===== src/logic/codec_cfg_pkg.sv =====
// Constants, field layouts and carriers for the codec gain and DSP setup bank
package codec_cfg_pkg;

    // Register offsets on the host control port
    localparam logic [7:0] OFS_PLAYBACK_CH2B_VOLUME = 8'h70;
    localparam logic [7:0] OFS_PLAYBACK_CH2B_TRIM   = 8'h71;
    localparam logic [7:0] OFS_RECORD_DSP_SETUP     = 8'h72;

    // Values after reset
    localparam logic [7:0] RST_PLAYBACK_CH2B_VOLUME = 8'hc9;
    localparam logic [7:0] RST_PLAYBACK_CH2B_TRIM   = 8'h80;
    localparam logic [7:0] RST_RECORD_DSP_SETUP     = 8'h18;

    // Field positions
    localparam int TRIM_LSB        = 4;
    localparam int DECIM_LSB       = 6;
    localparam int HIGHPASS_LSB    = 4;
    localparam int BIQUAD_LSB      = 2;
    localparam int RAMP_BYPASS_BIT = 1;
    localparam int VOLUME_TIE_BIT  = 0;

    // Volume scale: gain in 0.5 dB units is code minus the unity code
    localparam logic [7:0] VOLUME_MUTE_CODE  = 8'h00;
    localparam logic [7:0] VOLUME_UNITY_CODE = 8'hc9;
    // Fine trim: gain in 0.1 dB units is code minus the neutral code
    localparam logic [3:0] TRIM_NEUTRAL_CODE = 4'h8;
    localparam logic [3:0] TRIM_RESERVED_LOW = 4'h0;

    // Decimation responses
    localparam logic [1:0] DECIM_LINEAR    = 2'h0;
    localparam logic [1:0] DECIM_LOW_LAT   = 2'h1;
    localparam logic [1:0] DECIM_ULTRA_LOW = 2'h2;
    localparam logic [1:0] DECIM_FORBIDDEN = 2'h3;

    // High-pass choices
    localparam logic [1:0] HIGHPASS_CUSTOM_IIR = 2'h0;

    // Gain ramp: one volume code per step interval
    localparam int CLOCK_PERIOD_NS   = 10;
    localparam int RAMP_STEP_TIME_NS = 1000;
    localparam int RAMP_STEP_CYCLES  =
        (RAMP_STEP_TIME_NS + CLOCK_PERIOD_NS - 1) / CLOCK_PERIOD_NS;

    localparam int RECORD_CHANNELS = 4;

    // Record DSP setup fields, in register bit order
    typedef struct packed {
        logic [1:0] record_decim_response;
        logic [1:0] record_highpass_choice;
        logic [1:0] record_biquad_count;
        logic       ramp_bypass;
        logic       record_volume_tie;
    } record_dsp_setup_t;

    // Host control port request
    typedef struct packed {
        logic       wr_en;
        logic       rd_en;
        logic [7:0] addr;
        logic [7:0] wr_data;
    } host_req_t;

endpackage


===== src/logic/codec_gain_and_dsp_config.sv =====
// Channel 2B playback gain and record DSP setup register bank
`timescale 1ns/1ps

// How it works
// - Volume code zero mutes channel 2B outright.
// - Codes one and two give -100 dB and -99.5 dB.
// - Code 201 is 0 dB, 202 is +0.5 dB, and the volume resets to 201.
// - Codes 254 and 255 give +26.5 dB and +27 dB.
// - The fine trim sits in bits 7 to 4 and resets to 8, meaning 0 dB.
// - Trim codes 0 to 15 span -0.8 dB to +0.7 dB in 0.1 dB steps.
// - Decimation response is linear, low or ultra-low latency; 3 unused.
// - High-pass choice zero selects the custom IIR stage, all-pass.
// - Choices 1 to 3 are fixed cutoffs, and choice 1 is the reset one.
// - The biquad count runs from zero to three and resets to two.
// - Record gain ramps unless the bypass bit, reset clear, is set.
// - With the tie bit set every active record channel uses channel 1.
module codec_gain_and_dsp_config
    import codec_cfg_pkg::*;
#(
    parameter int STEP_CYCLES = RAMP_STEP_CYCLES
)
(
    // Clock and reset
    input  wire logic        i_ref_clk,
    input  wire logic        i_reset_n,
    // Host control port
    input  wire host_req_t   i_host_req,
    output logic      [7:0]  o_rd_data,
    output logic             o_rd_valid,
    // Record channel volumes from the neighbouring registers
    input  wire logic [RECORD_CHANNELS-1:0][7:0] i_record_per_channel_volume,
    input  wire logic [RECORD_CHANNELS-1:0]      i_record_channel_active,
    // Playback channel 2B gain
    output logic             o_ch2b_mute,
    output logic signed [8:0] o_ch2b_gain_half_db,
    output logic signed [4:0] o_ch2b_trim_tenth_db,
    // Record DSP setup
    output record_dsp_setup_t o_record_setup,
    output logic             o_highpass_custom,
    output logic      [2:0]  o_record_biquad_enable,
    output logic [RECORD_CHANNELS-1:0][7:0] o_record_digital_level,
    output logic [RECORD_CHANNELS-1:0]      o_record_ramping
);

    // Elaboration check on the ramp step length
    if (STEP_CYCLES < 1)
    begin : g_bad_step
        $error("codec_gain_and_dsp_config: STEP_CYCLES below 1");
    end

    ////////////////////////////////////////////////////////////////////////
    // Register file
    logic [7:0]        volume_r, volume_nxt;
    logic [3:0]        trim_r, trim_nxt;
    record_dsp_setup_t setup_r, setup_nxt;
    logic [7:0]        rd_data_r, rd_data_nxt;
    logic              rd_valid_r, rd_valid_nxt;
    record_dsp_setup_t setup_wr;

    always_comb
    begin
        volume_nxt   = volume_r;
        trim_nxt     = trim_r;
        setup_nxt    = setup_r;
        setup_wr     = record_dsp_setup_t'(i_host_req.wr_data);
        rd_valid_nxt = i_host_req.rd_en;
        rd_data_nxt  = rd_data_r;
        if (i_host_req.wr_en)
        begin
            case (i_host_req.addr)
                OFS_PLAYBACK_CH2B_VOLUME:
                    volume_nxt = i_host_req.wr_data;
                OFS_PLAYBACK_CH2B_TRIM:
                    trim_nxt = i_host_req.wr_data[7:TRIM_LSB];
                OFS_RECORD_DSP_SETUP:
                begin
                    setup_nxt = setup_wr;
                    if (setup_wr.record_decim_response == DECIM_FORBIDDEN)
                        setup_nxt.record_decim_response =
                            setup_r.record_decim_response;
                end
                default:
                    volume_nxt = volume_r;
            endcase
        end
        if (i_host_req.rd_en)
        begin
            case (i_host_req.addr)
                OFS_PLAYBACK_CH2B_VOLUME:
                    rd_data_nxt = volume_r;
                OFS_PLAYBACK_CH2B_TRIM:
                    rd_data_nxt = {trim_r, TRIM_RESERVED_LOW};
                OFS_RECORD_DSP_SETUP:
                    rd_data_nxt = setup_r;
                default:
                    rd_data_nxt = 8'h00;
            endcase
        end
    end

    always_ff @(posedge i_ref_clk or negedge i_reset_n)
    begin
        if (!i_reset_n)
        begin
            volume_r   <= RST_PLAYBACK_CH2B_VOLUME;
            trim_r     <= RST_PLAYBACK_CH2B_TRIM[7:TRIM_LSB];
            setup_r    <= record_dsp_setup_t'(RST_RECORD_DSP_SETUP);
            rd_data_r  <= 8'h00;
            rd_valid_r <= 1'b0;
        end
        else
        begin
            volume_r   <= volume_nxt;
            trim_r     <= trim_nxt;
            setup_r    <= setup_nxt;
            rd_data_r  <= rd_data_nxt;
            rd_valid_r <= rd_valid_nxt;
        end
    end

    ////////////////////////////////////////////////////////////////////////
    // Playback channel 2B gain decode
    logic              mute_r, mute_nxt;
    logic signed [8:0] gain_r, gain_nxt;
    logic signed [4:0] trim_db_r, trim_db_nxt;

    always_comb
    begin
        // code zero is a hard mute
        mute_nxt = (volume_r == VOLUME_MUTE_CODE);
        // linear half-dB scale, code 201 at 0 dB
        // ends of scale follow from it
        gain_nxt = mute_nxt ? 9'sh000 :
                   $signed({1'b0, volume_r}) -
                   $signed({1'b0, VOLUME_UNITY_CODE});
        trim_db_nxt = $signed({1'b0, trim_r}) -
                      $signed({1'b0, TRIM_NEUTRAL_CODE});
    end

    always_ff @(posedge i_ref_clk or negedge i_reset_n)
    begin
        if (!i_reset_n)
        begin
            mute_r    <= 1'b0;
            gain_r    <= 9'sh000;
            trim_db_r <= 5'sh00;
        end
        else
        begin
            mute_r    <= mute_nxt;
            gain_r    <= gain_nxt;
            trim_db_r <= trim_db_nxt;
        end
    end

    ////////////////////////////////////////////////////////////////////////
    // Record filter selection decode
    logic       custom_r, custom_nxt;
    logic [2:0] biquad_en_r, biquad_en_nxt;

    always_comb
    begin
        custom_nxt = (setup_r.record_highpass_choice == HIGHPASS_CUSTOM_IIR);
        case (setup_r.record_biquad_count)
            2'h0:    biquad_en_nxt = 3'h0;
            2'h1:    biquad_en_nxt = 3'h1;
            2'h2:    biquad_en_nxt = 3'h3;
            default: biquad_en_nxt = 3'h7;
        endcase
    end

    always_ff @(posedge i_ref_clk or negedge i_reset_n)
    begin
        if (!i_reset_n)
        begin
            custom_r    <= 1'b0;
            biquad_en_r <= 3'h3;
        end
        else
        begin
            custom_r    <= custom_nxt;
            biquad_en_r <= biquad_en_nxt;
        end
    end

    ////////////////////////////////////////////////////////////////////////
    // Record volume targets and ramps
    logic [RECORD_CHANNELS-1:0][7:0] target;

    always_comb
    begin
        for (int ch = 0; ch < RECORD_CHANNELS; ch++)
        begin
            // tie to channel 1 when active
            if (setup_r.record_volume_tie && i_record_channel_active[ch])
                target[ch] = i_record_per_channel_volume[0];
            else
                target[ch] = i_record_per_channel_volume[ch];
        end
    end

    for (genvar ch = 0; ch < RECORD_CHANNELS; ch++)
    begin : g_ramp
        gain_ramp #(
            .STEP_CYCLES (STEP_CYCLES)
        ) u_ramp (
            .i_ref_clk     (i_ref_clk),
            .i_reset_n     (i_reset_n),
            .i_target      (target[ch]),
            .i_reset_level (RST_PLAYBACK_CH2B_VOLUME),
            .i_bypass      (setup_r.ramp_bypass),
            .o_level       (o_record_digital_level[ch]),
            .o_moving      (o_record_ramping[ch])
        );
    end

    ////////////////////////////////////////////////////////////////////////
    // Outputs
    assign o_rd_data              = rd_data_r;
    assign o_rd_valid             = rd_valid_r;
    assign o_ch2b_mute            = mute_r;
    assign o_ch2b_gain_half_db    = gain_r;
    assign o_ch2b_trim_tenth_db   = trim_db_r;
    assign o_record_setup         = setup_r;
    assign o_highpass_custom      = custom_r;
    assign o_record_biquad_enable = biquad_en_r;

endmodule


===== src/logic/gain_ramp.sv =====
// Soft-stepping volume follower for one channel
`timescale 1ns/1ps

module gain_ramp
    import codec_cfg_pkg::*;
#(
    parameter int STEP_CYCLES = RAMP_STEP_CYCLES
)
(
    // Clock and reset
    input  wire logic       i_ref_clk,
    input  wire logic       i_reset_n,
    // Control
    input  wire logic [7:0] i_target,
    input  wire logic [7:0] i_reset_level,
    input  wire logic       i_bypass,
    // Applied level
    output logic      [7:0] o_level,
    output logic            o_moving
);

    // Elaboration check: a zero-length step has no counter to serve it
    if (STEP_CYCLES < 1)
    begin : g_bad_step
        $error("gain_ramp: STEP_CYCLES must be at least 1");
    end

    typedef enum logic [1:0] {
        RAMP_IDLE = 2'b01,
        RAMP_MOVE = 2'b10
    } ramp_state_t;

    localparam int CW = $clog2(STEP_CYCLES + 1);
    localparam logic [CW-1:0] STEP_LAST = CW'(STEP_CYCLES - 1);

    ramp_state_t   state_r, state_nxt;
    logic [7:0]    level_r, level_nxt;
    logic [CW-1:0] count_r, count_nxt;

    ////////////////////////////////////////////////////////////////////////
    always_comb
    begin
        state_nxt = state_r;
        level_nxt = level_r;
        count_nxt = count_r;
        if (i_bypass)
        begin
            // Bypass jumps straight to the target
            state_nxt = RAMP_IDLE;
            level_nxt = i_target;
            count_nxt = '0;
        end
        else
        begin
            case (state_r)
                RAMP_IDLE:
                begin
                    count_nxt = '0;
                    if (level_r != i_target)
                        state_nxt = RAMP_MOVE;
                end
                RAMP_MOVE:
                begin
                    if (level_r == i_target)
                        state_nxt = RAMP_IDLE;
                    else if (count_r == STEP_LAST)
                    begin
                        // One code is 0.5 dB: small enough to be inaudible
                        count_nxt = '0;
                        level_nxt = (level_r < i_target) ?
                                    level_r + 8'h01 : level_r - 8'h01;
                    end
                    else
                        count_nxt = count_r + CW'(1);
                end
                default:
                begin
                    state_nxt = RAMP_IDLE;
                    count_nxt = '0;
                end
            endcase
        end
    end

    always_ff @(posedge i_ref_clk or negedge i_reset_n)
    begin
        if (!i_reset_n)
        begin
            state_r <= RAMP_IDLE;
            level_r <= RST_PLAYBACK_CH2B_VOLUME;
            count_r <= '0;
        end
        else
        begin
            state_r <= state_nxt;
            level_r <= level_nxt;
            count_r <= count_nxt;
        end
    end

    assign o_level  = level_r;
    // One-hot: bit 1 is the move state, so the flag is a plain flop
    assign o_moving = state_r[1];

endmodule

===== config.mk =====
export PLATFORM = sky130hd
export DESIGN_NAME = codec_gain_and_dsp_config
export DESIGN_NICKNAME = d
export VERILOG_FILES = /design/src/logic/codec_cfg_pkg.sv /design/src/logic/codec_gain_and_dsp_config.sv /design/src/logic/gain_ramp.sv
export SDC_FILE = /design/constraint.sdc
export NUM_CORES = 1
export LEC_CHECK = 0
export ABC_CLOCK_PERIOD_IN_PS = 4400
export BUFFER_PORTS_ARGS = -buffer_cell sky130_fd_sc_hd__buf_4
export CORE_MARGIN = 10
export CORE_UTILIZATION = 25
export CTS_CLUSTER_SIZE = 28
export DETAILED_ROUTE_END_ITERATION = 7
export GPL_TIMING_DRIVEN = 0
export PLACE_DENSITY_LB_ADDON = 0.08
export SLEW_MARGIN = 20
export SYNTH_ARGS = -nofsm -noshare
export SYNTH_HDL_FRONTEND = slang
export SYNTH_SLANG_ARGS = --single-unit

===== constraint.sdc =====
create_clock -name i_ref_clk -period 4.4 [get_ports i_ref_clk]
set_clock_uncertainty 0.1 [all_clocks]
set_input_delay 0.44 -clock i_ref_clk [delete_from_list [all_inputs] [get_ports i_ref_clk]]
set_output_delay 0.44 -clock i_ref_clk [all_outputs]
set_load 0.03 [all_outputs]

Word-level counts from Yosys, hierarchy flattened
Index checks and enable logic that the tools add are counted.
Operators by class
  bitwise logic cells: 1
  $add $sub $neg: 14
  multiplexer cells: 58
  equality and inequality tests: 42
  order comparisons: 4
  reduce and logical (&&, ||, !) cells: 26
Operators by type and width (number)
  2-to-1 mux 8 bit: 23
  2-to-1 mux 7 bit: 16
  adder 8 x 1 -> 8 bit, second input constant: 4
  == test 8 bit: 4
  less-than comparator 8 bit: 4
  != test 8 bit: 4
  subtractor 8 x 1 -> 8 bit, second input constant: 4
  adder 7 x 1 -> 7 bit, second input constant: 4
  == test 7 bit, second input constant: 4
  == test 8 x 7 -> 1 bit, second input constant: 3
  2-to-1 mux 2 bit: 12
  != test 3 x 2 -> 1 bit, second input constant: 8
  case mux 8 bit (3 select lines): 1
  case mux 2 bit (2 select lines): 4
  nonzero test 2 bit: 8
  AND reduction 3 bit: 5
  AND reduction 2 bit: 7
  == test 2 bit, second input constant: 6
  != test 3 bit, second input constant: 4
  == test 2 x 1 -> 1 bit, second input constant: 5
  2-to-1 mux 9 bit: 1
  case mux 3 bit (3 select lines): 1
  subtractor 8 x 8 -> 9 bit, second input constant: 1
  logical NOT 8 bit: 1
  other kinds (5): 11
Word-level totals
  register bits after elaboration: 116
  input port bits: 56
  output and inout port bits: 72

Longest topological paths before layout
Gate-level depths: netlist of the first run.
  depth after elaboration: 8
  gate-level depth with buffers: 14
  mapped depth without buffers: 13

Cells and area by module
A second synthesis of the first run with hierarchy kept.
Unflattened totals
  cells, all modules: 758
  area total of the unflattened synthesis: 7566.0 um2
By module, submodules not included
  gain_ramp (g_ramp[1].u_ramp ...): area each 1316.3 um2, times used 3, sequential area each 431.7 um2, cells each 145
  codec_gain_and_dsp_config: area each 2265.9 um2, times used 1, sequential area each 1187.4 um2, cells each 178
  gain_ramp (g_ramp[0].u_ramp): area each 1351.3 um2, times used 1, sequential area each 431.7 um2, cells each 145

Worst setup path before layout of the first run
OpenSTA, ideal clock, no wires.
  kind: flip-flop to flip-flop
  from: register setup_r, in the netlist o_record_setup[0]
  to: register g_ramp[1].u_ramp.level_r[5]
  path buffers: 1
  library setup time: 0.126 ns
  arrival time: 3.733 ns
  clock period less this slack: 3.960 ns
  setup slack: 0.440 ns
  cell stages (with the launch flop): 15
  data required time: 4.174 ns
  cell sequence: dfrtp_1 clkbuf_1 nand2_1 mux2i_1 ha_1 a21o_1 a221o_1 a221o_1 ha_1 a21o_1 a21oi_1 o21bai_1 a21oi_1 xnor2_1 a221o_1
Between the ends
  cells in the longest elaborated chain, start to end: 8
  elaborated cells on any way between the ends: 11
Ends and longest elaborated chain
  start: declaration: line codec_gain_and_dsp_config.sv:55  | record_dsp_setup_t setup_r, setup_nxt;
  start signal: assignment: line codec_gain_and_dsp_config.sv:107  | setup_r <= record_dsp_setup_t'(RST_RECORD_DSP_SETUP);
  start signal: assignment: line codec_gain_and_dsp_config.sv:115  | setup_r <= setup_nxt;
  logical AND 1 bit *: line codec_gain_and_dsp_config.sv:195  | if (setup_r.record_volume_tie && i_record_channel_active[ch])
  2-to-1 mux 8 bit *: line codec_gain_and_dsp_config.sv:195
  less-than comparator 8 bit: line gain_ramp.sv:70  | level_nxt = (level_r < i_target) ?
  2-to-1 mux 8 bit: line gain_ramp.sv:70
  2-to-1 mux 8 bit: line gain_ramp.sv:66  | else if (count_r == STEP_LAST)
  2-to-1 mux 8 bit: line gain_ramp.sv:64  | if (level_r == i_target)
  2-to-1 mux 8 bit: line gain_ramp.sv:55  | case (state_r)
  2-to-1 mux 8 bit: line gain_ramp.sv:46  | if (i_bypass)
  end signal: assignment: line gain_ramp.sv:96  | level_r <= level_nxt;
  end: declaration: line gain_ramp.sv:37  | logic [7:0] level_r, level_nxt;
Mark *: on every way between the ends. The rest lies on a longest branch, timed or not. The select of a mux whose other input is x is not followed.
A chain may end at the register's enable or synchronous reset.

Worst setup path in the final report of the first run
Same ends and word-level chain as after synthesis.

==> impl_metrics.ini, run 1 <==
[clock_network]
post_cts_buffers = 0
clkSinkCount = 115
path_clk_slew_ns = 0.07
clk_latency_ns = 0.43
cts_buffers = 17
cts_tree = built
cts-root-buf = clkbuf_16
h-tree-depth = 4
cts_buffer_depth = 2

[synth]
synth.ff_latch_count = 115
yosysWarnings = 0
syn-mean-instance-area_sq_um = 9.75
synth_nets = 845
synthDistinctLibCells = 56
synth_edf_count = 0
post-synth-top-count-cell = dfrtp_1
synth-main-ff-cell = dfrtp_1
yosys-top-cells-area = dfrtp_1 31%, ha_1 11%, dfstp_2 11%
synthArstFlopShare_pct = 100
synth-seq-area-share_pct = 41.4
yosysTopAreaCellShare_pct = 30.6
yosysTopAreaCell = dfrtp_1
netlist_area_sq_um = 7030
postSynthCellCount = 721
synthTopCellsByCount = 86 x dfrtp_1, 80 x nor2_1, 70 x nand2_1

[drt]
finalWirelength_um = 21900
first_pass_iters = 4
first_iter_violations = 324
vias = 5815
wl_per_cell_um = 17.4
vias_per_cell = 4.63
ant_nets = 0
drc = 0

[floorplanning]
initial_core_util_pct = 25.3
die_h_um = 188
core_area_sq_um = 27800
die_w_um = 188
rows = 61
ioPinCount = 128
die_area_sq_um = 35200

[pwr]
ir_drop_mv = 0.188
p_leak_nw = 4.33
power.density_nw_per_um2 = 393
totalPowerFinal_mw = 3.58

[setup_path]
reg2reg_depth = 13
r2r_setup_slack_ns = 0.30
start_kind = register
arrival_ns = 4.30
end_kind = register
critPathKind = reg2reg
crit_path_max_fanout = 9
cp.required_ns = 4.60

[sta]
rsz0062_at_grt = false
worst_pin_slew_ns = 0.925
drv_slew = 0
setup_violations = 0
min_period_ns = 4.10
hold_viol = 0
maxSlewHeadroom_pct = 37.9
finalCritPeriodShare_pct = 93.2
fmax_mhz = 244

[layout]
nets = 990
design_area_sq_um = 9100
area_growth_pct = 29.5
antenna_cells = 0
stdcell_count = 1257
fin_util_pct = 32.8
drive_above_1_share_pct = 24.5

[hold_path]
hp-class = in2reg
whs_path_depth = 1

[grt]
grt_pass1_wl_um = 35200
antenna_found_initial = 0
grt_max_degree = 90
grt_pass1_vias = 6136
gr-usage-all-layers_pct = 12.5
gr-total-overflow = 0

[placement]
io_buffers = 125
place_inst = 1225
place.gp.congestion = 0.786
dp_hpwl_um = 16500
place_area_sq_um = 8480

[job]
cap_violations = 0

[run_status]
status = finished, final reports clean
-- metal layers --
layer  up-vias  track usage, %  wire length [um]
met2       116            18.9              9520
met5         -               0                 0
met4         0            3.54               211
met3        13            4.38              1500
li1       2920               -                 -
met1      2766            16.6             10600
-- state kept, by name (all words and copies together), names as in the netlist --
name,count
g_ramp.u_ramp.o_level,32
g_ramp.u_ramp.count_r,28
o_ch2b_gain_half_db,9
g_ramp.u_ramp.state_r,8
o_rd_data,8
o_record_setup,8
volume_r,8
o_ch2b_trim_tenth_db,4
trim_r,4
o_record_biquad_enable,3
o_ch2b_mute,1
o_highpass_custom,1
o_rd_valid,1
-- area by class of cell --
cell class,instances,area (sq um)
Buffer,21,103
Clock buffer,17,425
Clock inverter,15,184
Fill cell,2895,18700
Inverter,38,143
Multi-Input combinational cell,546,3880
Sequential cell,115,2920
Tap cell,378,473
Timing Repair Buffer,127,983
-- layout by cell type (no fill, tap or decap), types with 8 or more instances in the layout --
cell       Yosys  final
nand4_1        8      8
clkbuf_1      13     12
and3_1        12     12
o221ai_1       9      9
nor2_1        80     80
inv_1         37     37
a21o_1        11     11
a21oi_1       40     40
ha_1          64     64
mux2i_1       31     31
xnor2_1       21     21
o21ai_0       28     28
a221o_1       19     18
nand3_1       18     18
clkbuf_16      0     17
dfrtp_1       86     85
nor3_1        13     13
nand2_1       70     69
o22ai_1        8      8
dfstp_2       29     29
buf_4          6    130
xor2_1        22     22
or3_1          8      8
mux2_2        13     13
-- critical path, stage by stage (launching register included) --
cell and delay, ns:
dfrtp_2 0.50, nand2_2 0.24, mux2i_1 0.32, ha_1 0.30
a21o_1 0.18, a221o_1 0.35, a221o_2 0.51, ha_1 0.30
a21o_1 0.17, a21oi_1 0.27, o21bai_1 0.13, a21oi_1 0.19
xnor2_1 0.10, a221o_1 0.32
-- path summary, 6_finish.rpt --
check | from | to
worst max-delay path | o_record_setup[0]$_DFFE_PN0P_ | g_ramp[1].u_ramp.o_level[5]$_DFFE_PN0P_
worst min-delay path | i_host_req[16] | o_rd_valid$_DFF_PN0_
worst max register to register | o_record_setup[0]$_DFFE_PN0P_ | g_ramp[1].u_ramp.o_level[5]$_DFFE_PN0P_
worst min register to register | trim_r[1]$_DFFE_PN0P_ | o_ch2b_trim_tenth_db[1]$_DFF_PN0_
max in group asynchronous | i_reset_n | g_ramp[3].u_ramp.o_level[3]$_DFFE_PN1P_
min in group asynchronous | i_reset_n | trim_r[1]$_DFFE_PN0P_
-- through the flow --
stage          TNS [ns]  hold WS, ns  setup WS (ns)
2_1_floorplan         0       0.0444          0.440
3_3_place_gp     -0.714        0.291         -0.298
3_5_place_dp     -0.556        0.211         -0.265
4_1_cts               0       0.0117         0.0808
5_1_grt               0       0.0137        0.00914
6_report              0       0.0371          0.299
-- timing repair --
| action | CTS | global route |
|---|---|---|
| hold buffers | 1 | 0 |
| hold endpoints to repair | 25 | 0 |
| gates resized for setup | 1 | 2 |
| setup endpoints to repair | 4 | 3 |
-- power by group --
group	switching [mW]	total [mW]	internal (mW)
clock	0.635	1.41	0.772
sequential	0.0783	1.22	1.14
combinational	0.550	0.952	0.402
total	1.26	3.58	2.32
-- cells by family after synthesis --
family	share of synthesized area, %
XOR/XNOR	5.36
flip-flops	41.4
AO/OA/AOI/OAI	14.5
adder cells (fa/ha/maj)	12.5
buffers and inverters	3.54
multiplexers	6.50
AND/OR/NAND/NOR	16.1
(Power assumes the default switching activity.)
==> run 2, diff against run 1 <==
RECOVER_POWER = 25   (was unset)
==> impl_metrics.ini, run 2 (synthesis results as in run 1) <==
[run_status]
status = finished, violations left
violations = capacitance limit, slew limit

[grt]
grt_pass1_wl_um = 35200
grt_max_degree = 90
gr-total-overflow = 0
antenna_found_initial = 0
grt_pass1_vias = 6136
gr-usage-all-layers_pct = 12.5

[sta]
maxSlewHeadroom_pct = -3.46
hold_viol = 0
finalCritPeriodShare_pct = 93.2
setup_violations = 0
setup_ws_ns = 0.301
rsz0062_at_grt = false
fmax_mhz = 244
worst_pin_slew_ns = 1.55
min_period_ns = 4.10
drv_slew = 28
fin_tns_setup_ns = 0

[setup_path]
cp_slowest_cell = a221o_2
path_delay_family = compound AO/OA/AOI/OAI gates
path_depth = 13
worst-path-buf-inv = 0
reg2reg_depth = 13
end_kind = register
arrival_ns = 4.30
critPathKind = reg2reg
cp.required_ns = 4.60
crit_chain = nand2_2, mux2i_1, ha_1, a21o_1, a221o_1, a221o_2, ha_1, a21o_1, a21oi_1, o21bai_1, a21oi_1, xnor2_1, a221o_1
cpPeakStageDelay_ns = 0.51
start_kind = register
crit_path_max_fanout = 9

[floorplanning]
die_area_sq_um = 35200
die_w_um = 188
ioPinCount = 128
die_h_um = 188
core_area_sq_um = 27800
initial_core_util_pct = 25.3
rows = 61

[layout]
largest_register_ffs = 32
layout.cells.most_common = buf_4
multi_input_comb_area_sq_um = 3880
fillers = 2897
drive_above_1_share_pct = 24.0
stdcell_count = 1257
area_growth_pct = 29.0
design_area_sq_um = 9070
final_cell_mix = 129 x buf_4, 85 x dfrtp_1, 80 x nor2_1
nets = 990
regArea_sq_um = 2920
antenna_cells = 0

[hold_path]
whs_path_depth = 1
hp-class = in2reg

[placement]
io_buffers = 125
place.gp.congestion = 0.786
place_area_sq_um = 8480
dp_hpwl_um = 16500
place_inst = 1225
pre_cts_slack_ns = -0.265

[pwr]
power.density_nw_per_um2 = 394
seq_power_share_pct = 34.1
power_frac_clock_pct = 39.3
p_leak_nw = 4.32
internal-power_mw = 2.31
p_sw_mw = 1.26
switching_share_pct = 35.3
pwr-share-comb_pct = 26.5
ir_drop_mv = 0.188

[clock_network]
post_cts_buffers = 0
cts_buffer_depth = 2
cts-root-buf = clkbuf_16
path_clk_slew_ns = 0.07
h-tree-depth = 4
cts_tree = built
cts_buffers = 17
clkSinkCount = 115
clk_latency_ns = 0.43

[drt]
vias = 5817
vias_per_cell = 4.63
first_iter_violations = 320
ant_nets = 0
finalWirelength_um = 21900
drc = 0
first_pass_iters = 4
wl_per_cell_um = 17.4

[job]
cap_violations = 1
## run 2: changes by cell type in the layout (fill, tap and decap cells not counted)
| cell | previous run | this run |
|---|---|---|
| and2_0 | 0 | 1 |
| and2_1 | 1 | 0 |
| buf_16 | 1 | 0 |
| buf_4 | 130 | 129 |
| buf_8 | 1 | 0 |
| clkbuf_1 | 12 | 13 |
| clkbuf_4 | 0 | 2 |
| dfstp_1 | 0 | 3 |
| dfstp_2 | 29 | 26 |
## run 2: cell type report
type / instances / area share, %
Multi-Input combinational cell: 546 / 42.7
Clock buffer: 17 / 4.69
Clock inverter: 15 / 2.03
Inverter: 38 / 1.57
Sequential cell: 115 / 32.1
Buffer: 21 / 1.13
Timing Repair Buffer: 127 / 10.5
Tap cell: 378 / 5.21
## run 2: layer usage
metal	vias up	GRT usage [%]	routed length (um)
li1	2920	-	-
met2	116	18.9	9510
met4	0	3.54	217
met1	2767	16.6	10700
met5	-	0	0
met3	14	4.38	1500
## run 2: stage by stage
stage | hold slack, ns | power (mW) | util, %
after global routing | 0.0385 | 3.81 | 32.7
after floorplan | 0.0444 | 1.87 | -
final | 0.0626 | 3.57 | 32.7
after global placement | 0.291 | 2.20 | 30.4
after detailed placement | 0.211 | 2.20 | 30.5
after CTS | 0.0117 | 3.65 | 32.8
## run 2: final timing paths
check | start | end | slack [ns]
worst max-delay path | o_record_setup[0]$_DFFE_PN0P_ | g_ramp[1].u_ramp.o_level[5]$_DFFE_PN0P_ | 0.30
worst min-delay path | i_host_req[16] | o_rd_valid$_DFF_PN0_ | 0.06
worst max register to register | o_record_setup[0]$_DFFE_PN0P_ | g_ramp[1].u_ramp.o_level[5]$_DFFE_PN0P_ | 0.30
worst min register to register | trim_r[1]$_DFFE_PN0P_ | o_ch2b_trim_tenth_db[1]$_DFF_PN0_ | 0.32
max in group asynchronous | i_reset_n | o_record_setup[0]$_DFFE_PN0P_ | 1.16
min in group asynchronous | i_reset_n | o_ch2b_trim_tenth_db[3]$_DFF_PN0_ | 0.84
## run 2: repair_timing
item                       4_1_cts  5_1_grt
hold endpoints to repair        25        0
setup endpoints to repair        4        3
gates resized for setup          1        2
hold buffers                     1        0
## run 2: power by group through the flow
| stage | Clock (mW) | Combinational, mW | Sequential, mW |
|---|---|---|---|
| 2_1_floorplan | 0 | 0.551 | 1.32 |
| 3_3_place_gp | 0 | 0.958 | 1.24 |
| 3_5_place_dp | 0 | 0.960 | 1.24 |
| 4_1_cts | 1.46 | 0.963 | 1.22 |
| 5_1_grt | 1.51 | 1.07 | 1.23 |
| 6_report | 1.41 | 0.949 | 1.22 |
==> run 3, diff against run 2 <==
BUFFER_PORTS_ARGS = unset   (was -buffer_cell sky130_fd_sc_hd__buf_4)
CORE_ASPECT_RATIO = 0.75   (was unset)
DONT_BUFFER_PORTS = 1   (was unset)
==> impl_metrics.ini, run 3 (synthesis results as in run 1) <==
[sta]
fmax_mhz = 238
finalCritPeriodShare_pct = 95.3
worst_pin_slew_ns = 3.05
drv_slew = 116
rsz0062_at_grt = true
hold_viol = 0
min_period_ns = 4.19
maxSlewHeadroom_pct = -103
setup_violations = 0
fin_tns_setup_ns = 0
fin_hold_ws_ns = 0.0270

[floorplanning]
die_area_sq_um = 35300
ioPinCount = 128
die_h_um = 165
core_area_sq_um = 27900
initial_core_util_pct = 25.2
rows = 53
die_w_um = 214

[setup_path]
end_kind = register
start_kind = register
worst-path-buf-inv = 1
cp-startpoint = o_record_setup[0]$_DFFE_PN0P_
cp_slowest_cell = a221o_2
critPathKind = reg2reg
reg2reg_depth = 14
r2r-end = g_ramp[1].u_ramp.o_level[7]$_DFFE_PN1P_
crit_path_max_fanout = 9
r2r_setup_slack_ns = 0.21
path_delay_family = compound AO/OA/AOI/OAI gates
path_depth = 14
arrival_ns = 4.45
r2r-start = o_record_setup[0]$_DFFE_PN0P_
crit_end = g_ramp[1].u_ramp.o_level[7]$_DFFE_PN1P_
crit_chain = clkbuf_2, nand2_4, mux2i_2, ha_1, a21o_1, a221o_1, a221o_2, ha_1, a21o_1, a21oi_2, o211ai_1, nand2_1, xor2_1, mux2_2
cp.required_ns = 4.65
cpPeakStageDelay_ns = 0.52

[pwr]
totalPowerFinal_mw = 3.44
p_sw_mw = 1.19
power_frac_clock_pct = 39.9
seq_power_share_pct = 39.0
ir_drop_mv = 0.240
switching_share_pct = 34.7
pwr-share-comb_pct = 21.1
power.density_nw_per_um2 = 422
internal-power_mw = 2.25
p_leak_nw = 3.71

[drt]
first_iter_violations = 353
drc = 0
finalWirelength_um = 22500
wl_per_cell_um = 20.2
ant_nets = 0
vias_per_cell = 4.92
first_pass_iters = 5
vias = 5499

[clock_network]
post_cts_buffers = 0
clk_latency_ns = 0.43
cts_buffer_depth = 2
cts-root-buf = clkbuf_16
cts_tree = built
clkSinkCount = 115
h-tree-depth = 4
path_clk_slew_ns = 0.06
cts_buffers = 17

[layout]
antenna_cells = 0
design_area_sq_um = 8150
drive_above_1_share_pct = 12.6
largest_register_ffs = 32
layout.cells.most_common = dfrtp_1
fillers = 2900
area_growth_pct = 15.9
nets = 871
final_cell_mix = 85 x dfrtp_1, 80 x nor2_1, 67 x nand2_1

[run_status]
violations = capacitance limit, slew limit
status = finished, violations left

[grt]
antenna_found_initial = 1
grt_pass1_wl_um = 35000
gr-usage-all-layers_pct = 13.2
grt_max_degree = 116
gr-total-overflow = 0
grt_pass1_vias = 5661

[hold_path]
hp-class = in2reg

[placement]
place_area_sq_um = 7480
place.gp.congestion = 0.793
dp_hpwl_um = 16700
io_buffers = 0

[job]
cap_violations = 1
[run 3: cell count changes in the layout (fill, tap and decap cells not counted), moves of 2 or more]
cell           previous run  this run
mux2i_1                  31        28
clkinv_8                  5         0
inv_6                     3         7
clkbuf_2                  0         2
inv_8                     6         1
dfstp_2                  26        29
nand2_1                  69        67
clkinv_4                  1         4
dfstp_1                   3         0
mux2i_2                   0         3
dlygate4sd3_1             1         6
buf_4                   129         6
clkbuf_4                  2         0
[run 3: power groups by stage]
stage          sequential, mW  clock (mW)  combinational [mW]
3_5_place_dp             1.37           0               0.684
6_report                 1.34        1.37               0.725
4_1_cts                  1.35        1.42               0.725
5_1_grt                  1.36        1.46               0.832
3_3_place_gp             1.37           0               0.682
2_1_floorplan            1.32           0               0.551
[run 3: routing by layer]
layer | part of all wire, % | track usage [%] | vias up
met5 | 0 | 0 | -
met4 | 0.88 | 3.12 | 0
met3 | 4.6 | 3.62 | 11
met2 | 46 | 19.9 | 78
met1 | 49 | 18.2 | 2728
li1 | - | - | 2682
[run 3: worst min path at each step]
stage / startpoint / to / slack [ns] / depth (start not counted)
after detailed placement: i_reset_n / trim_r[2]$_DFFE_PN0P_ / 0.05 / 0
after global routing: i_host_req[7] / trim_r[3]$_DFFE_PN1P_ / 0.02 / 2
after global placement: i_reset_n / trim_r[2]$_DFFE_PN0P_ / 0.05 / 0
after CTS: i_host_req[1] / volume_r[1]$_DFFE_PN0P_ / 0.007 / 2
final: i_host_req[0] / o_record_setup[0]$_DFFE_PN0P_ / 0.03 / 2
after floorplan: i_reset_n / g_ramp[0].u_ramp.count_r[0]$_DFFE_PN0P_ / 0.04 / 0
[run 3: final cells by class]
class                   instances  area, sq um  area share, %
plain buffers                  22          108           1.32
clock buffers                  18          429           5.26
clock inverters                14          143           1.75
inverters                      38          143           1.75
multi-input cells             546         3900           47.9
flip-flops and latches        115         2920           35.8
well taps                     357          447           5.48
repair buffers                  7         65.1          0.798
[run 3: metrics by stage]
stage	std cells	utilization [%]	worst slack, ns
after floorplan	721	-	0.440
after global placement	1078	26.8	-0.421
after detailed placement	1078	26.9	-0.514
after CTS	1117	29.3	0.0352
after global routing	1117	29.3	-0.0172
final	1117	29.3	0.206
[run 3: repair_timing]
action / in CTS / in global routing
hold buffers: 7 / 0
setup endpoints to repair: 10 / 8
hold endpoints to repair: 120 / 0
resized for setup: 5 / 6
